## src/time_base_pkg.sv

```systemverilog
/*
 * Constants shared by the time base counter block: register addresses, bit
 * positions, reset values and timing counts for the clock timer and stopwatch.
 * Assumes a 250 MHz system clock and a 16-bit I/O address space.
 */
package time_base_pkg;

   // Register addresses on the I/O bus.
   localparam logic [15:0] CT_CTRL_ADDR = 16'hff78;
   localparam logic [15:0] CT_LOW_ADDR = 16'hff79;
   localparam logic [15:0] CT_HIGH_ADDR = 16'hff7a;
   localparam logic [15:0] SW_CTRL_ADDR = 16'hff7c;
   localparam logic [15:0] SW_HUND_ADDR = 16'hff7d;
   localparam logic [15:0] SW_TENTH_ADDR = 16'hff7e;
   localparam logic [15:0] CT_MASK_ADDR = 16'hffe6;
   localparam logic [15:0] SW_MASK_ADDR = 16'hffe7;
   localparam logic [15:0] CT_FLAG_ADDR = 16'hfff6;
   localparam logic [15:0] SW_FLAG_ADDR = 16'hfff7;

   // Control register fields, shared by both control registers.
   localparam int RUN_BIT = 0;
   localparam int CLEAR_BIT = 1;

   // Counter taps whose falling edges raise clock timer events.
   localparam int TAP_32HZ_BIT = 2;
   localparam int TAP_8HZ_BIT = 4;
   localparam int TAP_2HZ_BIT = 6;
   localparam int TAP_1HZ_BIT = 7;

   // Reset values.
   localparam logic [3:0] NIBBLE_RESET = 4'h0;
   localparam logic RUN_RESET = 1'b0;

   // Largest decimal digit value.
   localparam logic [3:0] BCD_MAX = 4'h9;

   // Tenths digits whose hundredths cycle lasts 26 source periods (six of ten).
   localparam logic [15:0] LONG_CYCLE_MASK = 16'h02d6;

   // Clock rate and the 256 Hz source tick derived from it.
   localparam int CLK_KHZ = 250000;
   localparam int TICK_HZ = 256;
   localparam int TICK_DIV = (CLK_KHZ * 1000) / TICK_HZ;

   // High nibble hold window, shortest documented figure in microseconds.
   localparam int HOLD_US = 480;
   localparam int HOLD_CYC = (HOLD_US * CLK_KHZ + 999) / 1000;

endpackage
```

## src/time_base_counters.sv

```systemverilog
/*
 * Time base counters: an 8-bit clock timer with a high nibble read hold and
 * four falling-edge events, and a two-digit BCD stopwatch with overflow events.
 * Assumes a single-cycle strobed register port on the same clock, with read
 * data returned in the cycle after the read strobe.
 */

// Function
// RULE_01 - Clock timer count nibbles are read only; writes leave the count alone.
// RULE_02 - Reading the low nibble holds high carries until high read or window ends.
// RULE_03 - Reset clears all eight clock timer count bits.
// RULE_04 - Writing one to clock clear zeroes the count; bit reads zero.
// RULE_05 - Clock run bit starts on one, stops on zero, reads back, resets zero.
// RULE_06 - A stopped clock timer keeps its count and resumes from it.
// RULE_07 - Falling edges of 32, 8, 2, 1 Hz taps set flags regardless of mask.
// RULE_08 - Clock mask bits 0 to 3 enable interrupts, read back, reset zero.
// RULE_09 - Flags read one after event, writing one clears, reset to zero.
// RULE_10 - Software clears a serviced flag before re-enabling interrupts.
// RULE_11 - Software reads the low clock nibble before the high nibble.
// RULE_12 - Stopwatch is cascaded BCD hundredths and tenths digits.
// RULE_13 - Hundredths steps alternate 2 and 3 source periods; carry 25 or 26.
// RULE_14 - Tenths gets 25 and 26 period carries as 4 to 6; one second total.
// RULE_15 - Hundredths wrap sets the 10 Hz flag; tenths wrap sets 1 Hz flag.
// RULE_16 - Stopwatch flags are set regardless of stopwatch mask bits.
// RULE_17 - Stopwatch mask has 10 Hz enable bit 0, 1 Hz bit 1, upper zero.
// RULE_18 - Stopwatch control has write-only clear bit 1 and run bit 0.
// RULE_19 - Stopwatch digits are readable as two 4-bit registers.
// RULE_20 - Clock events happen on falling edges of the four counter taps.
// RULE_21 - Stopwatch clear zeroes both digits; runs on if running, else holds.
// RULE_22 - Stopwatch run starts on one, stops and keeps digits on zero.
// RULE_23 - Stopwatch digits are read only and reset to zero.
// RULE_24 - Each interrupt request is high while its flag and enable are both one.
module time_base_counters #(
   parameter int TICK_DIV = time_base_pkg::TICK_DIV,
   parameter int HOLD_CYC = time_base_pkg::HOLD_CYC
) (
   input wire logic CLK_IN,  // System clock, 250 MHz.
   input wire logic NRST_IN,  // Asynchronous reset, active low.
   input wire logic [15:0] ADDR_IN,  // Register address.
   input wire logic [3:0] WDATA_IN,  // Register write data.
   input wire logic WR_IN,  // Write strobe, one cycle.
   input wire logic RD_IN,  // Read strobe, one cycle.
   output logic [3:0] RDATA_OUT,  // Read data, valid the cycle after the strobe.
   output logic [3:0] CT_IRQ_OUT,  // Clock timer requests: 32, 8, 2, 1 Hz.
   output logic [1:0] SW_IRQ_OUT  // Stopwatch requests: 10 Hz, 1 Hz.
);

   // Source tick divider.
   logic [19:0] div_ff;
   logic tick_ff;
   // Clock timer state.
   logic ct_run_ff;
   logic [3:0] ct_low_ff;
   logic [3:0] ct_high_ff;
   logic [7:0] ct_prev_ff;
   logic hold_ff;
   logic [19:0] hold_cnt_ff;
   logic pend_ff;
   logic [3:0] ct_mask_ff;
   logic [3:0] ct_flag_ff;
   // Stopwatch state.
   logic sw_run_ff;
   logic [3:0] hund_ff;
   logic [3:0] tenth_ff;
   logic [1:0] phase_ff;
   logic [1:0] sw_mask_ff;
   logic [1:0] sw_flag_ff;

   // Decoded strobes and derived terms.
   logic ct_clr;
   logic sw_clr;
   logic rd_low;
   logic rd_high;
   logic carry_now;
   logic high_inc;
   logic [7:0] ct_count;
   logic [3:0] ct_fall;
   logic [1:0] step_last;
   logic sw_adv;
   logic hund_wrap;
   logic tenth_wrap;
   logic [3:0] nxt_rdata;

   // Strobe decode for the write-only clear bits and the ordered count reads.
   assign ct_clr = WR_IN && (ADDR_IN == time_base_pkg::CT_CTRL_ADDR)
                   && WDATA_IN[time_base_pkg::CLEAR_BIT];  // [RULE_04]
   assign sw_clr = WR_IN && (ADDR_IN == time_base_pkg::SW_CTRL_ADDR)
                   && WDATA_IN[time_base_pkg::CLEAR_BIT];  // [RULE_21]
   assign rd_low = RD_IN && (ADDR_IN == time_base_pkg::CT_LOW_ADDR);
   assign rd_high = RD_IN && (ADDR_IN == time_base_pkg::CT_HIGH_ADDR);

   // The divider turns the system clock into one pulse per 256 Hz period.
   always_ff @(posedge CLK_IN or negedge NRST_IN) begin
      if (!NRST_IN) begin
         div_ff <= 20'h0_0000;
         tick_ff <= 1'b0;
      end else if (div_ff == 20'(TICK_DIV - 1)) begin
         div_ff <= 20'h0_0000;
         tick_ff <= 1'b1;
      end else begin
         div_ff <= div_ff + 20'h0_0001;
         tick_ff <= 1'b0;
      end
   end

   // Run bits follow software writes; they start at stop.
   always_ff @(posedge CLK_IN or negedge NRST_IN) begin
      if (!NRST_IN) begin
         ct_run_ff <= time_base_pkg::RUN_RESET;
         sw_run_ff <= time_base_pkg::RUN_RESET;
      end else if (WR_IN) begin
         if (ADDR_IN == time_base_pkg::CT_CTRL_ADDR) begin
            ct_run_ff <= WDATA_IN[time_base_pkg::RUN_BIT];  // [RULE_05]
         end
         if (ADDR_IN == time_base_pkg::SW_CTRL_ADDR) begin
            sw_run_ff <= WDATA_IN[time_base_pkg::RUN_BIT];  // [RULE_22]
         end
      end
   end

   // A carry out of the low nibble is held back while the read hold is open.
   assign carry_now = ct_run_ff && tick_ff && (ct_low_ff == 4'hf);
   assign high_inc = (carry_now || pend_ff) && !hold_ff;  // [RULE_02]
   assign ct_count = {ct_high_ff, ct_low_ff};

   // Low nibble counts source ticks while running; only a clock clear write touches it.
   always_ff @(posedge CLK_IN or negedge NRST_IN) begin
      if (!NRST_IN) begin
         ct_low_ff <= time_base_pkg::NIBBLE_RESET;  // [RULE_03]
      end else if (ct_clr) begin
         ct_low_ff <= time_base_pkg::NIBBLE_RESET;  // [RULE_04]
      end else if (ct_run_ff && tick_ff) begin
         ct_low_ff <= ct_low_ff + 4'h1;  // [RULE_01] [RULE_06]
      end
   end

   // High nibble takes the carry at once, or on release of the hold.
   always_ff @(posedge CLK_IN or negedge NRST_IN) begin
      if (!NRST_IN) begin
         ct_high_ff <= time_base_pkg::NIBBLE_RESET;  // [RULE_03]
      end else if (ct_clr) begin
         ct_high_ff <= time_base_pkg::NIBBLE_RESET;  // [RULE_04]
      end else if (high_inc) begin
         ct_high_ff <= ct_high_ff + 4'h1;  // [RULE_02]
      end
   end

   // The hold opens on a low read and closes on a high read or after the window.
   always_ff @(posedge CLK_IN or negedge NRST_IN) begin
      if (!NRST_IN) begin
         hold_ff <= 1'b0;
         hold_cnt_ff <= 20'h0_0000;
      end else if (ct_clr) begin
         hold_ff <= 1'b0;
         hold_cnt_ff <= 20'h0_0000;
      end else if (rd_low) begin
         hold_ff <= 1'b1;  // [RULE_02]
         hold_cnt_ff <= 20'h0_0000;
      end else if (rd_high || (hold_ff && hold_cnt_ff == 20'(HOLD_CYC - 1))) begin
         hold_ff <= 1'b0;  // [RULE_02]
         hold_cnt_ff <= 20'h0_0000;
      end else if (hold_ff) begin
         hold_cnt_ff <= hold_cnt_ff + 20'h0_0001;
      end
   end

   // A carry that arrives during the hold is kept so no time is lost.
   always_ff @(posedge CLK_IN or negedge NRST_IN) begin
      if (!NRST_IN) begin
         pend_ff <= 1'b0;
      end else if (ct_clr || !hold_ff) begin
         pend_ff <= 1'b0;
      end else if (carry_now) begin
         pend_ff <= 1'b1;  // [RULE_02]
      end
   end

   // The previous count is zeroed with the counter so a clear is not an edge.
   always_ff @(posedge CLK_IN or negedge NRST_IN) begin
      if (!NRST_IN) begin
         ct_prev_ff <= 8'h00;
      end else if (ct_clr) begin
         ct_prev_ff <= 8'h00;
      end else begin
         ct_prev_ff <= ct_count;
      end
   end

   // Falling edges of the four interrupt taps.
   assign ct_fall[0] = ct_prev_ff[time_base_pkg::TAP_32HZ_BIT]
                       && !ct_count[time_base_pkg::TAP_32HZ_BIT];  // [RULE_20]
   assign ct_fall[1] = ct_prev_ff[time_base_pkg::TAP_8HZ_BIT]
                       && !ct_count[time_base_pkg::TAP_8HZ_BIT];  // [RULE_20]
   assign ct_fall[2] = ct_prev_ff[time_base_pkg::TAP_2HZ_BIT]
                       && !ct_count[time_base_pkg::TAP_2HZ_BIT];  // [RULE_20]
   assign ct_fall[3] = ct_prev_ff[time_base_pkg::TAP_1HZ_BIT]
                       && !ct_count[time_base_pkg::TAP_1HZ_BIT];  // [RULE_20]

   // Mask registers are plain read/write storage.
   always_ff @(posedge CLK_IN or negedge NRST_IN) begin
      if (!NRST_IN) begin
         ct_mask_ff <= 4'h0;
         sw_mask_ff <= 2'h0;
      end else if (WR_IN) begin
         if (ADDR_IN == time_base_pkg::CT_MASK_ADDR) begin
            ct_mask_ff <= WDATA_IN;  // [RULE_08]
         end
         if (ADDR_IN == time_base_pkg::SW_MASK_ADDR) begin
            sw_mask_ff <= WDATA_IN[1:0];  // [RULE_17]
         end
      end
   end

   // Event flags: a new event wins over a write-one clear in the same cycle.
   always_ff @(posedge CLK_IN or negedge NRST_IN) begin
      if (!NRST_IN) begin
         ct_flag_ff <= 4'h0;
      end else if (WR_IN && (ADDR_IN == time_base_pkg::CT_FLAG_ADDR)) begin
         ct_flag_ff <= (ct_flag_ff & ~WDATA_IN) | ct_fall;  // [RULE_09] [RULE_07]
      end else begin
         ct_flag_ff <= ct_flag_ff | ct_fall;  // [RULE_07]
      end
   end

   // Looks up whether the hundredths cycle of a tenths value is long.
   function automatic logic long_cycle(input logic [3:0] digit);
      long_cycle = time_base_pkg::LONG_CYCLE_MASK[digit];
   endfunction

   // Hundredths step length: odd digits take 3 periods, even 2, and digit 0
   // takes 3 in six of ten tenths so the second comes out to 256 periods.
   assign step_last = (hund_ff[0] || (hund_ff == 4'h0 && long_cycle(tenth_ff)))
                      ? 2'h2 : 2'h1;  // [RULE_13] [RULE_14]
   assign sw_adv = sw_run_ff && tick_ff && (phase_ff == step_last);
   assign hund_wrap = sw_adv && (hund_ff == time_base_pkg::BCD_MAX);
   assign tenth_wrap = hund_wrap && (tenth_ff == time_base_pkg::BCD_MAX);

   // Phase counts source ticks within one hundredths step.
   always_ff @(posedge CLK_IN or negedge NRST_IN) begin
      if (!NRST_IN) begin
         phase_ff <= 2'h0;
      end else if (sw_clr || sw_adv) begin
         phase_ff <= 2'h0;  // [RULE_21]
      end else if (sw_run_ff && tick_ff) begin
         phase_ff <= phase_ff + 2'h1;
      end
   end

   // The BCD digits cascade; the hundredths carry clocks the tenths digit.
   always_ff @(posedge CLK_IN or negedge NRST_IN) begin
      if (!NRST_IN) begin
         hund_ff <= time_base_pkg::NIBBLE_RESET;  // [RULE_23]
         tenth_ff <= time_base_pkg::NIBBLE_RESET;  // [RULE_23]
      end else if (sw_clr) begin
         hund_ff <= time_base_pkg::NIBBLE_RESET;  // [RULE_21]
         tenth_ff <= time_base_pkg::NIBBLE_RESET;  // [RULE_21]
      end else if (sw_adv) begin
         if (hund_wrap) begin
            hund_ff <= 4'h0;  // [RULE_12]
            tenth_ff <= tenth_wrap ? 4'h0 : tenth_ff + 4'h1;  // [RULE_12]
         end else begin
            hund_ff <= hund_ff + 4'h1;  // [RULE_12] [RULE_22]
         end
      end
   end

   // Stopwatch flags set on digit wraps whatever the mask holds.
   always_ff @(posedge CLK_IN or negedge NRST_IN) begin
      if (!NRST_IN) begin
         sw_flag_ff <= 2'h0;
      end else if (WR_IN && (ADDR_IN == time_base_pkg::SW_FLAG_ADDR)) begin
         sw_flag_ff <= (sw_flag_ff & ~WDATA_IN[1:0])
                       | {tenth_wrap, hund_wrap};  // [RULE_09] [RULE_15] [RULE_16]
      end else begin
         sw_flag_ff <= sw_flag_ff | {tenth_wrap, hund_wrap};  // [RULE_15] [RULE_16]
      end
   end

   // Interrupt requests are the registered product of flag and enable.
   always_ff @(posedge CLK_IN or negedge NRST_IN) begin
      if (!NRST_IN) begin
         CT_IRQ_OUT <= 4'h0;
         SW_IRQ_OUT <= 2'h0;
      end else begin
         CT_IRQ_OUT <= ct_flag_ff & ct_mask_ff;  // [RULE_24]
         SW_IRQ_OUT <= sw_flag_ff & sw_mask_ff;  // [RULE_24]
      end
   end

   // Read multiplexer; clear bits and unused bits read zero.
   always_comb begin
      nxt_rdata = 4'h0;
      unique case (ADDR_IN)
         time_base_pkg::CT_CTRL_ADDR: nxt_rdata = {3'h0, ct_run_ff};  // [RULE_04] [RULE_05]
         time_base_pkg::CT_LOW_ADDR: nxt_rdata = ct_low_ff;
         time_base_pkg::CT_HIGH_ADDR: nxt_rdata = ct_high_ff;
         time_base_pkg::SW_CTRL_ADDR: nxt_rdata = {3'h0, sw_run_ff};  // [RULE_18]
         time_base_pkg::SW_HUND_ADDR: nxt_rdata = hund_ff;  // [RULE_19]
         time_base_pkg::SW_TENTH_ADDR: nxt_rdata = tenth_ff;  // [RULE_19]
         time_base_pkg::CT_MASK_ADDR: nxt_rdata = ct_mask_ff;  // [RULE_08]
         time_base_pkg::SW_MASK_ADDR: nxt_rdata = {2'h0, sw_mask_ff};  // [RULE_17]
         time_base_pkg::CT_FLAG_ADDR: nxt_rdata = ct_flag_ff;
         time_base_pkg::SW_FLAG_ADDR: nxt_rdata = {2'h0, sw_flag_ff};
         default: nxt_rdata = 4'h0;
      endcase
   end

   // Read data stands for exactly the cycle after the strobe.
   always_ff @(posedge CLK_IN or negedge NRST_IN) begin
      if (!NRST_IN) begin
         RDATA_OUT <= 4'h0;
      end else if (RD_IN) begin
         RDATA_OUT <= nxt_rdata;
      end else begin
         RDATA_OUT <= 4'h0;
      end
   end
endmodule

```

## config.mk

```make
export PLATFORM = sky130hd
export DESIGN_NAME = time_base_counters
export DESIGN_NICKNAME = d
export VERILOG_FILES = /design/src/time_base_pkg.sv /design/src/time_base_counters.sv
export SDC_FILE = /design/constraint.sdc
export NUM_CORES = 1
export LEC_CHECK = 0
export ABC_CLOCK_PERIOD_IN_PS = 2700
export BUFFER_PORTS_ARGS = -buffer_cell sky130_fd_sc_hd__clkbuf_2
export CORE_ASPECT_RATIO = 0.6
export CORE_UTILIZATION = 34
export CTS_CLUSTER_DIAMETER = 120
export DETAILED_ROUTE_END_ITERATION = 12
export GPL_ROUTABILITY_DRIVEN = 0
export PLACE_DENSITY = 0.57
export SKIP_LAST_GASP = 1
export SYNTH_ARGS = -nofsm -noshare
export SYNTH_HDL_FRONTEND = slang
export SYNTH_SLANG_ARGS = --single-unit
```

## constraint.sdc

```tcl
create_clock -name CLK_IN -period 2.7 [get_ports CLK_IN]
set_input_delay 0 -clock CLK_IN [delete_from_list [all_inputs] [get_ports CLK_IN]]
set_output_delay 0 -clock CLK_IN [all_outputs]
set_load 0.02 [all_outputs]
```

# Yosys cells after proc, flatten, opt, wreduce, memory -nomap -nowiden

Memory sizes are Yosys's and may differ from the RTL's.
Index checks and enable logic that the tools add are counted.

Flip-flop bits (word level): 93
Bits in read-only memories: 16
Bits of input ports: 24
Output and inout bits: 10
Word-level logic and storage cells: 131
Memories: 1

$add $sub $neg: 7
Order comparisons: 1
Equal/unequal tests: 16
Muxes and demuxes: 31
Bitwise gates (word level): 10
Reduce and logical (&&, ||, !) cells: 45

Memories:

| memory          | depth | bits a word | read ports | clocked after Yosys merged registers in | write ports | RTL line                  | RTL |
|---|---|---|---|---|---|---|---|
| (no name shown) | 16    | 1           | 1          | 0                                       | 0           | time_base_counters.sv:227 | `long_cycle = time_base_pkg::LONG_CYCLE_MASK[digit];` |

Operators by type and width:

| cell                                                                     | number |
|---|---|
| 16-bit equality test (second input constant)                             | 10 |
| 20-bit 2-to-1 mux                                                        | 5 |
| 4-bit 2-to-1 mux                                                         | 13 |
| 20-bit by 1-bit adder with 20-bit output (second input constant)         | 2 |
| 4-bit one-hot mux with 10 select lines                                   | 1 |
| 1-bit logical AND                                                        | 21 |
| 20-bit by 17-bit equality test with 1-bit output (second input constant) | 1 |
| 20-bit equality test (second input constant)                             | 1 |
| 4-bit by 1-bit adder with 4-bit output (second input constant)           | 4 |
| 4-bit equality test (second input constant)                              | 3 |
| 2-bit nonzero test                                                       | 6 |
| 2-bit AND reduction                                                      | 5 |
| 4-bit bitwise AND                                                        | 2 |
| 2-bit 2-to-1 mux                                                         | 4 |
| 8-bit 2-to-1 mux                                                         | 1 |
| 4-bit bitwise OR                                                         | 2 |
| 1-bit 2-to-1 mux                                                         | 7 |
| 1-bit zero test                                                          | 5 |
| 1-bit logical OR                                                         | 5 |
| 4-bit by 5-bit < comparator with 1-bit output (second input constant)    | 1 |
| 2-bit bitwise AND                                                        | 2 |
| 4-bit zero test                                                          | 1 |
| 4-bit NOT                                                                | 1 |
| 2-bit bitwise OR                                                         | 2 |
| 5 further kinds                                                          | 5 |

# Logic depth before layout (Yosys ltp)

Gate-level depths: netlist of run 1.

Depth in word-level cells: 13
Depth in mapped cells: 8

# Least setup slack after synthesis of run 1

No wires, ideal clock.

Path kind: reg2reg
From: register hund_ff[0]
To: register sw_flag_ff[0]
Data arrival time: 1909 ps
Required time: 2579 ps
Path slack: 670 ps
Cell stages (with the launch flop): 9
Path buffers: 1
Cells stage by stage: dfrtp_1 -> inv_1 -> ha_1 -> or3b_4 -> a22o_1 -> a211oi_2 -> buf_4 -> nor2_1 -> a22o_1

Cells in the longest elaborated chain, start to end: 9
Elaborated cells on any way between the ends: 11
Those cells by class: eq/ne: 2; mux: 2; bitwise: 2; reduce/logical: 5

Ends and longest elaborated chain:

| what                                | RTL line                                             | RTL |
|---|---|---|
| start, declared                     | time_base_counters.sv:63                             | `logic [3:0] hund_ff;` |
| start signal, assigned              | time_base_counters.sv:252                            | `hund_ff <= time_base_pkg::NIBBLE_RESET;` |
| start signal, assigned              | time_base_counters.sv:255                            | `hund_ff <= time_base_pkg::NIBBLE_RESET;` |
| start signal, assigned              | time_base_counters.sv:262                            | `hund_ff <= hund_ff + 4'h1;` |
| 4-bit zero test                     | time_base_counters.sv:232                            | `assign step_last = (hund_ff[0] \|\| (hund_ff == 4'h0 && long_cycle(tenth_ff)))` |
| 1-bit logical AND                   | time_base_counters.sv:232                            |  |
| 1-bit logical OR                    | time_base_counters.sv:232                            |  |
| 2-bit 2-to-1 mux                    | time_base_counters.sv:233                            | `? 2'h2 : 2'h1;` |
| 2-bit equality test                 | time_base_counters.sv:234                            | `assign sw_adv = sw_run_ff && tick_ff && (phase_ff == step_last);` |
| 1-bit logical AND                   | time_base_counters.sv:234                            |  |
| 1-bit logical AND *                 | time_base_counters.sv:235                            | `assign hund_wrap = sw_adv && (hund_ff == time_base_pkg::BCD_MAX);` |
| 2-bit bitwise OR (on tied branches) | time_base_counters.sv:275, time_base_counters.sv:273 |  |
| 2-bit 2-to-1 mux *                  | time_base_counters.sv:271                            | `end else if (WR_IN && (ADDR_IN == time_base_pkg::SW_FLAG_ADDR)) begin` |
| end signal, assigned                | time_base_counters.sv:272                            | `sw_flag_ff <= (sw_flag_ff & ~WDATA_IN[1:0])` |
| end signal, assigned                | time_base_counters.sv:275                            | `sw_flag_ff <= sw_flag_ff \| {tenth_wrap, hund_wrap};` |
| end, declared                       | time_base_counters.sv:67                             | `logic [1:0] sw_flag_ff;` |

Every way passes the cells marked *; elsewhere a longest branch is shown, timed or not.
A chain may end at the register's enable or synchronous reset.

# Worst setup path in the final report of run 1

From: register hund_ff[0]
To: register hund_ff[1]

Cells in the longest elaborated chain, start to end: 10
Elaborated cells on any way between the ends: 13
Those cells by class: add/sub: 1; eq/ne: 2; mux: 4; reduce/logical: 6

Ends and longest elaborated chain:

| what                | RTL line                  | RTL |
|---|---|---|
| 4-bit zero test     | time_base_counters.sv:232 |  |
| 1-bit logical AND   | time_base_counters.sv:232 |  |
| 1-bit logical OR    | time_base_counters.sv:232 |  |
| 2-bit 2-to-1 mux    | time_base_counters.sv:233 |  |
| 2-bit equality test | time_base_counters.sv:234 |  |
| 1-bit logical AND   | time_base_counters.sv:234 |  |
| 1-bit logical AND   | time_base_counters.sv:235 |  |
| 4-bit 2-to-1 mux    | time_base_counters.sv:258 | `if (hund_wrap) begin` |
| 4-bit 2-to-1 mux    | time_base_counters.sv:257 | `end else if (sw_adv) begin` |
| 4-bit 2-to-1 mux    | time_base_counters.sv:254 | `end else if (sw_clr) begin` |

Parallel ways exist; a longest one is shown, timed or not. The select of a mux whose other input is x is not followed.

==> results of run 1 <==
[area by class of cell]
cell class | instances | share of cell area [%]
Inverter | 21 | 1.48
Multi-Input combinational cell | 340 | 42.5
Sequential cell | 89 | 41.8
Timing Repair Buffer | 45 | 5.07
Tap cell | 170 | 3.99
Clock buffer | 12 | 4.44
Clock inverter | 3 | 0.798
[layer usage]
metal	vias to the layer above	wire length, um	GRT usage, %
li1	1746	-	-
met5	-	0	0
met2	111	4370	23.2
met1	1847	6030	26.6
met4	0	55	3.79
met3	6	610	3.98
[timing repair]
action | CTS | global route
buffers inserted | 0 | 0
endpoints found under the hold margin | 55 | 0
hold buffers | 5 | 0
[Yosys cell counts (all sizes together) (3+ instances only)]
library cell   n
a21oi          7
a22o           9
a22oi          3
a31oi          4
and2          12
and3           6
and4           4
buf            8
clkbuf         5
dfrtp         89
ha            11
inv           20
mux2          11
mux2i          6
nand2         37
nand3         20
nand3b         4
nand4         25
nor2          53
nor2b          4
nor3          11
nor3b          4
nor4           9
o21ai         14
o221ai         4
or2            3
or3            6
or4            4
or4b           3
xnor2         22
xor2          17
[logic make-up after synthesis]
logic type / count (synthesis) / synth area share, %
xor gates and xnor gates: 39 / 7.37
buffers and inverters: 34 / 3.05
AOI/OAI and AO/OA: 60 / 9.56
DFF: 89 / 48.1
adders and majority gates: 11 / 2.97
and+or+nand+nor: 213 / 25.0
muxes: 17 / 3.97
[worst reg2reg max path: stages, from the launching register on]
cell and delay (ns):
dfrtp_1 0.48, inv_1 0.10, ha_1 0.13, or3b_4 0.38
nor3b_2 0.21, a211oi_2 0.10, buf_4 0.17, or4b_1 0.53
a21oi_1 0.16
[path summary, 6_finish.rpt]
| check | start | endpoint | slack (ns) | cells past startpoint |
|---|---|---|---|---|
| max | hund_ff[0] | hund_ff[1] | 0.35 | 8 |
| min | WDATA_IN[0] | sw_mask_ff[0] | 0.03 | 2 |
| max reg2reg | hund_ff[0] | hund_ff[1] | 0.35 | 8 |
| min reg2reg | ct_prev_ff[4] | ct_flag_ff[1] | 0.48 | 1 |
| max in group asynchronous | NRST_IN | hold_cnt_ff[12] | 1.70 | 3 |
| min in group asynchronous | NRST_IN | tenth_ff[0] | 0.24 | 2 |
[power by group]
group          switching, W  internal (W)  leakage [nW]  total (W)
Clock              0.000494      0.000712         0.133    0.00121
Sequential      0.000000473       0.00133          1.14    0.00133
Combinational     0.0000623     0.0000289          1.02  0.0000912
[through the flow]
step | cell area [um2] | hold WS [ns] | setup WS (ns) | util, % | total power, W
2_1_floorplan | 4630 | -0.296 | 0.670 | - | 0.00138
3_3_place_gp | 5000 | 0.0919 | 0.479 | 38.3 | 0.00144
3_5_place_dp | 5000 | 0.0984 | 0.389 | 38.3 | 0.00145
4_1_cts | 5330 | 0.00564 | 0.349 | 40.8 | 0.00267
5_1_grt | 5330 | 0.0214 | 0.248 | 40.8 | 0.00274
6_report | 5330 | 0.0271 | 0.355 | 40.8 | 0.00263
[registers in the layout (all words and copies together), names as in the netlist, 2 cells and up]
| signal | cells |
|---|---|
| CT_IRQ_OUT | 4 |
| RDATA_OUT | 4 |
| SW_IRQ_OUT | 2 |
| ct_flag_ff | 4 |
| ct_high_ff | 4 |
| ct_low_ff | 4 |
| ct_mask_ff | 4 |
| ct_prev_ff | 4 |
| div_ff | 20 |
| hold_cnt_ff | 20 |
| hund_ff | 4 |
| phase_ff | 2 |
| sw_flag_ff | 2 |
| sw_mask_ff | 2 |
| tenth_ff | 4 |
==> impl_metrics.ini, run 1 <==
[floorplan]
initial_utilization_pct = 35.5
die_w_um = 153
fp.dieH_um = 92.4
core-area_um2 = 13100
io_pins = 34
design.die.area_um2 = 14100
rows = 32

[setup_path]
arrival_ns = 2.60
critPathKind = flop to flop
crit_path_cell_trace = inv_1 -> ha_1 -> or3b_4 -> nor3b_2 -> a211oi_2 -> buf_4 -> or4b_1 -> a21oi_1
path_buf_inv = 2
crit_slowest_cell = or4b_1
crit_family = simple AND/OR/NAND/NOR gates
startpoint_type = flop
end_kind = flop
crit_required_ns = 2.96
cp_max_fo = 9
max_stage_delay_ns = 0.53

[clock_tree]
cts_buffers = 9
cts_sinks = 89
cts-root-buf = clkbuf_16
insertion_delay_ns = 0.34
cts_htree_levels = 3
clkSlewWorstSetupHoldPaths_ns = 0.06
cts_buffer_depth = 2
cts_resized = 0
cts_tree = yes

[detailed_routing]
finalWirelength_um = 11100
wl_per_cell_um = 16.3
ant_nets = 0
vias = 3710
drt_iter0_drc = 297
drt-pass1-iter-count = 9
viasPerCell = 5.46
drc_errors = 1

[placement]
io_buffers = 33
placed_cells = 660
hpwl_um = 8210

[power_and_ir_drop]
p_leak_nw = 2.29
p_per_area_nw_per_um2 = 493
peakVddDrop_uv = 337

[sta]
drv_slew = 0
rsz0062_at_grt = false
period_needed_ns = 2.35
fmax_mhz = 426
setup_viol_count_final = 0
setup_tns_ns = 0
worstMarginPinSlew_ns = 0.759
slew_headroom_pct = 49.0
hold_violations = 0
skew_ns = 0.00921
post-route-period-util_pct = 86.9

[global_route]
gr-usage-all-layers_pct = 17.0
grt_max_degree = 53
grt.overflow.total = 0
antenna_found_initial = 0
grt_pass1_vias = 3558
grt_pass1_wl_um = 18700

[finish]
final_nets = 541
diodes = 0
multiInputGateArea_um2 = 2260
register_area_um2 = 2230
fill_cells = 1283
finish.cell_count_without_fillers = 680
final_common_cell = dfrtp_1
final_cell_mix = dfrtp_1 (89), nor2_1 (53), nand2_1 (37), clkbuf_2 (32), nand4_1 (24)
drive_gt1_share_pct = 14.7
area_growth_pct = 15.1

[synth]
synth_area_per_cell_um2 = 10.0
yosys.area.top_type_share_pct = 48.1
netlist_area_um2 = 4630
synth.ff_latch_count = 89
yosysSeqAreaShare_pct = 48.1
yosys_most_used_dff = dfrtp_1
ys_warn_count = 0
synth_top_cell_by_area = dfrtp_1
syn-num-nets = 498
synthCells = 463
synth.area.top_cells = dfrtp_1 (48%), nor2_1 (4.3%), xnor2_1 (4.2%)
async_reset_ff_share_pct = 100
synth_edf_count = 0
synthDistinctLibCells = 62

[hold_path]
min_path_type = primary input to flop

[run_status]
outcome = complete, but fails checks
violations = DRC

[job]
cap_violations = 0
No activity file was read; power rests on OpenSTA's default activity.
==> run 2, diff against run 1 <==
Settings changed: CORE_ASPECT_RATIO 0.6 to not set, MAX_ROUTING_LAYER set to met4.
==> run 2 against run 1 <==
Compared with the run above:
- highest routed layer unchanged
- clock skew is 0.0017 ns higher
- final area is 0.23% higher
- utilization is 0.49 points lower
- largest power group unchanged
- setup slack better by 0.013 ns
- register-to-register slack hardly changed
- clock-buffer cell count is 2 lower
- fmax is 0.56% higher
- critical path type unchanged
- the run now ends clean
- via count is 3.5% lower
==> impl_metrics.ini, run 2 (synthesized netlist as in run 1, its figures left out) <==
[hold_path]
min_path_type = primary input to flop

[sta]
fmax_mhz = 429
worstMarginPinSlew_ns = 0.700
hold_violations = 0
skew_ns = 0.0109
post-route-period-util_pct = 86.4
slew_headroom_pct = 52.9
setup_viol_count_final = 0
drv_slew = 0
setup_tns_ns = 0
period_needed_ns = 2.33
rsz0062_at_grt = false

[finish]
area_growth_pct = 15.4
final_cell_mix = dfrtp_1 (89), nor2_1 (53), nand2_1 (37), clkbuf_2 (32), nand4_1 (24)
diodes = 0
finish.cell_count_without_fillers = 683
drive_gt1_share_pct = 14.6
reg.largest.list = div_ff (20), hold_cnt_ff (20)
final_nets = 539
final_common_cell = dfrtp_1

[clock_tree]
cts-root-buf = clkbuf_16
insertion_delay_ns = 0.34
cts_tree = yes
clkSlewWorstSetupHoldPaths_ns = 0.06
cts_sinks = 89
cts_buffer_depth = 2
cts_buffers = 9
cts_htree_levels = 3

[detailed_routing]
drt_iter0_drc = 212
drt-pass1-iter-count = 4
wl_per_cell_um = 15.4
viasPerCell = 5.24
drc_errors = 0
vias = 3579
finalWirelength_um = 10500
ant_nets = 0

[floorplan]
die_w_um = 119
design.die.area_um2 = 14100
initial_utilization_pct = 35.0
rows = 42
io_pins = 34
fp.dieH_um = 119
core-area_um2 = 13200

[setup_path]
critPathKind = flop to flop
max_stage_delay_ns = 0.53
crit_family = simple AND/OR/NAND/NOR gates
startpoint_type = flop
arrival_ns = 2.60
crit_slowest_cell = or4b_1
cp_max_fo = 11
crit_required_ns = 2.97
end_kind = flop
crit_path_cell_trace = inv_1 -> ha_1 -> or3b_4 -> nor3b_2 -> a211oi_2 -> buf_4 -> or4b_1 -> a21oi_1
path_buf_inv = 2

[placement]
io_buffers = 33
placed_cells = 664
hpwl_um = 7570

[power_and_ir_drop]
peakVddDrop_uv = 290
p_per_area_nw_per_um2 = 507
p_leak_nw = 2.30

[global_route]
grt.overflow.total = 0
grt_max_degree = 49
antenna_found_initial = 0
grt_pass1_vias = 3685
gr-usage-all-layers_pct = 16.8
grt_pass1_wl_um = 18400

[job]
cap_violations = 0

[run_status]
outcome = finished, final reports clean
[run 2: what timing repair did]
item / in CTS / in global routing
buffers inserted: 0 / 0
hold buffers: 5 / 0
hold endpoints to repair: 52 / 0
resized for setup: 0 / 0
endpoints found under the setup margin: 0 / 0
[run 2: power by group]
group          internal (W)  switching [W]  total (W)
Combinational     0.0000289      0.0000591  0.0000880
Clock              0.000797       0.000491    0.00129
Sequential          0.00133    0.000000498    0.00133
[run 2: stage by stage]
stage | setup WS (ns) | util [%] | total power [W] | hold WS [ns] | area, um2
final | 0.368 | 40.4 | 0.00271 | 0.0203 | 5340
after global routing | 0.183 | 40.4 | 0.00281 | 0.0188 | 5340
after CTS | 0.347 | 40.4 | 0.00275 | 0.0127 | 5340
after detailed placement | 0.369 | 37.7 | 0.00144 | 0.0626 | 4990
after global placement | 0.444 | 37.7 | 0.00144 | 0.0586 | 4990
after floorplan | 0.670 | - | 0.00138 | -0.296 | 4630
[run 2: per-layer routing]
layer  part of all wire [%]  vias to the layer above  GRT usage (%)
li1                       -                     1740              -
met1                     49                     1785           21.9
met2                     48                       50           26.5
met3                    2.4                        4           3.19
met4                   0.67                        0           5.22
met5                      0                        -              -
[run 2: layout make-up]
| class | count | area, um2 |
|---|---|---|
| Multi-Input combinational cell | 340 | 2260 |
| Timing Repair Buffer | 43 | 255 |
| Tap cell | 176 | 220 |
| Clock buffer | 10 | 229 |
| Fill cell | 1339 | 7900 |
| Inverter | 21 | 78.8 |
| Clock inverter | 4 | 70.1 |
| Sequential cell | 89 | 2230 |
[run 2: worst paths after layout]
| check | from | end | cells after the start | slack [ns] |
|---|---|---|---|---|
| max | hund_ff[0] | hund_ff[1] | 8 | 0.37 |
| min | WDATA_IN[0] | ct_run_ff | 2 | 0.02 |
| max in group asynchronous | NRST_IN | RDATA_OUT[0] | 3 | 1.72 |
| max reg2reg | hund_ff[0] | hund_ff[1] | 8 | 0.37 |
| min in group asynchronous | NRST_IN | tenth_ff[2] | 2 | 0.21 |
| min reg2reg | ct_prev_ff[4] | ct_flag_ff[1] | 1 | 0.48 |
[run 2: worst register-to-register path, cell delays in order, from the launching register on]
cell      delay (ns)
dfrtp_1         0.48
inv_1           0.10
ha_1            0.14
or3b_4          0.38
nor3b_2         0.20
a211oi_2        0.11
buf_4           0.19
or4b_1          0.53
a21oi_1         0.15
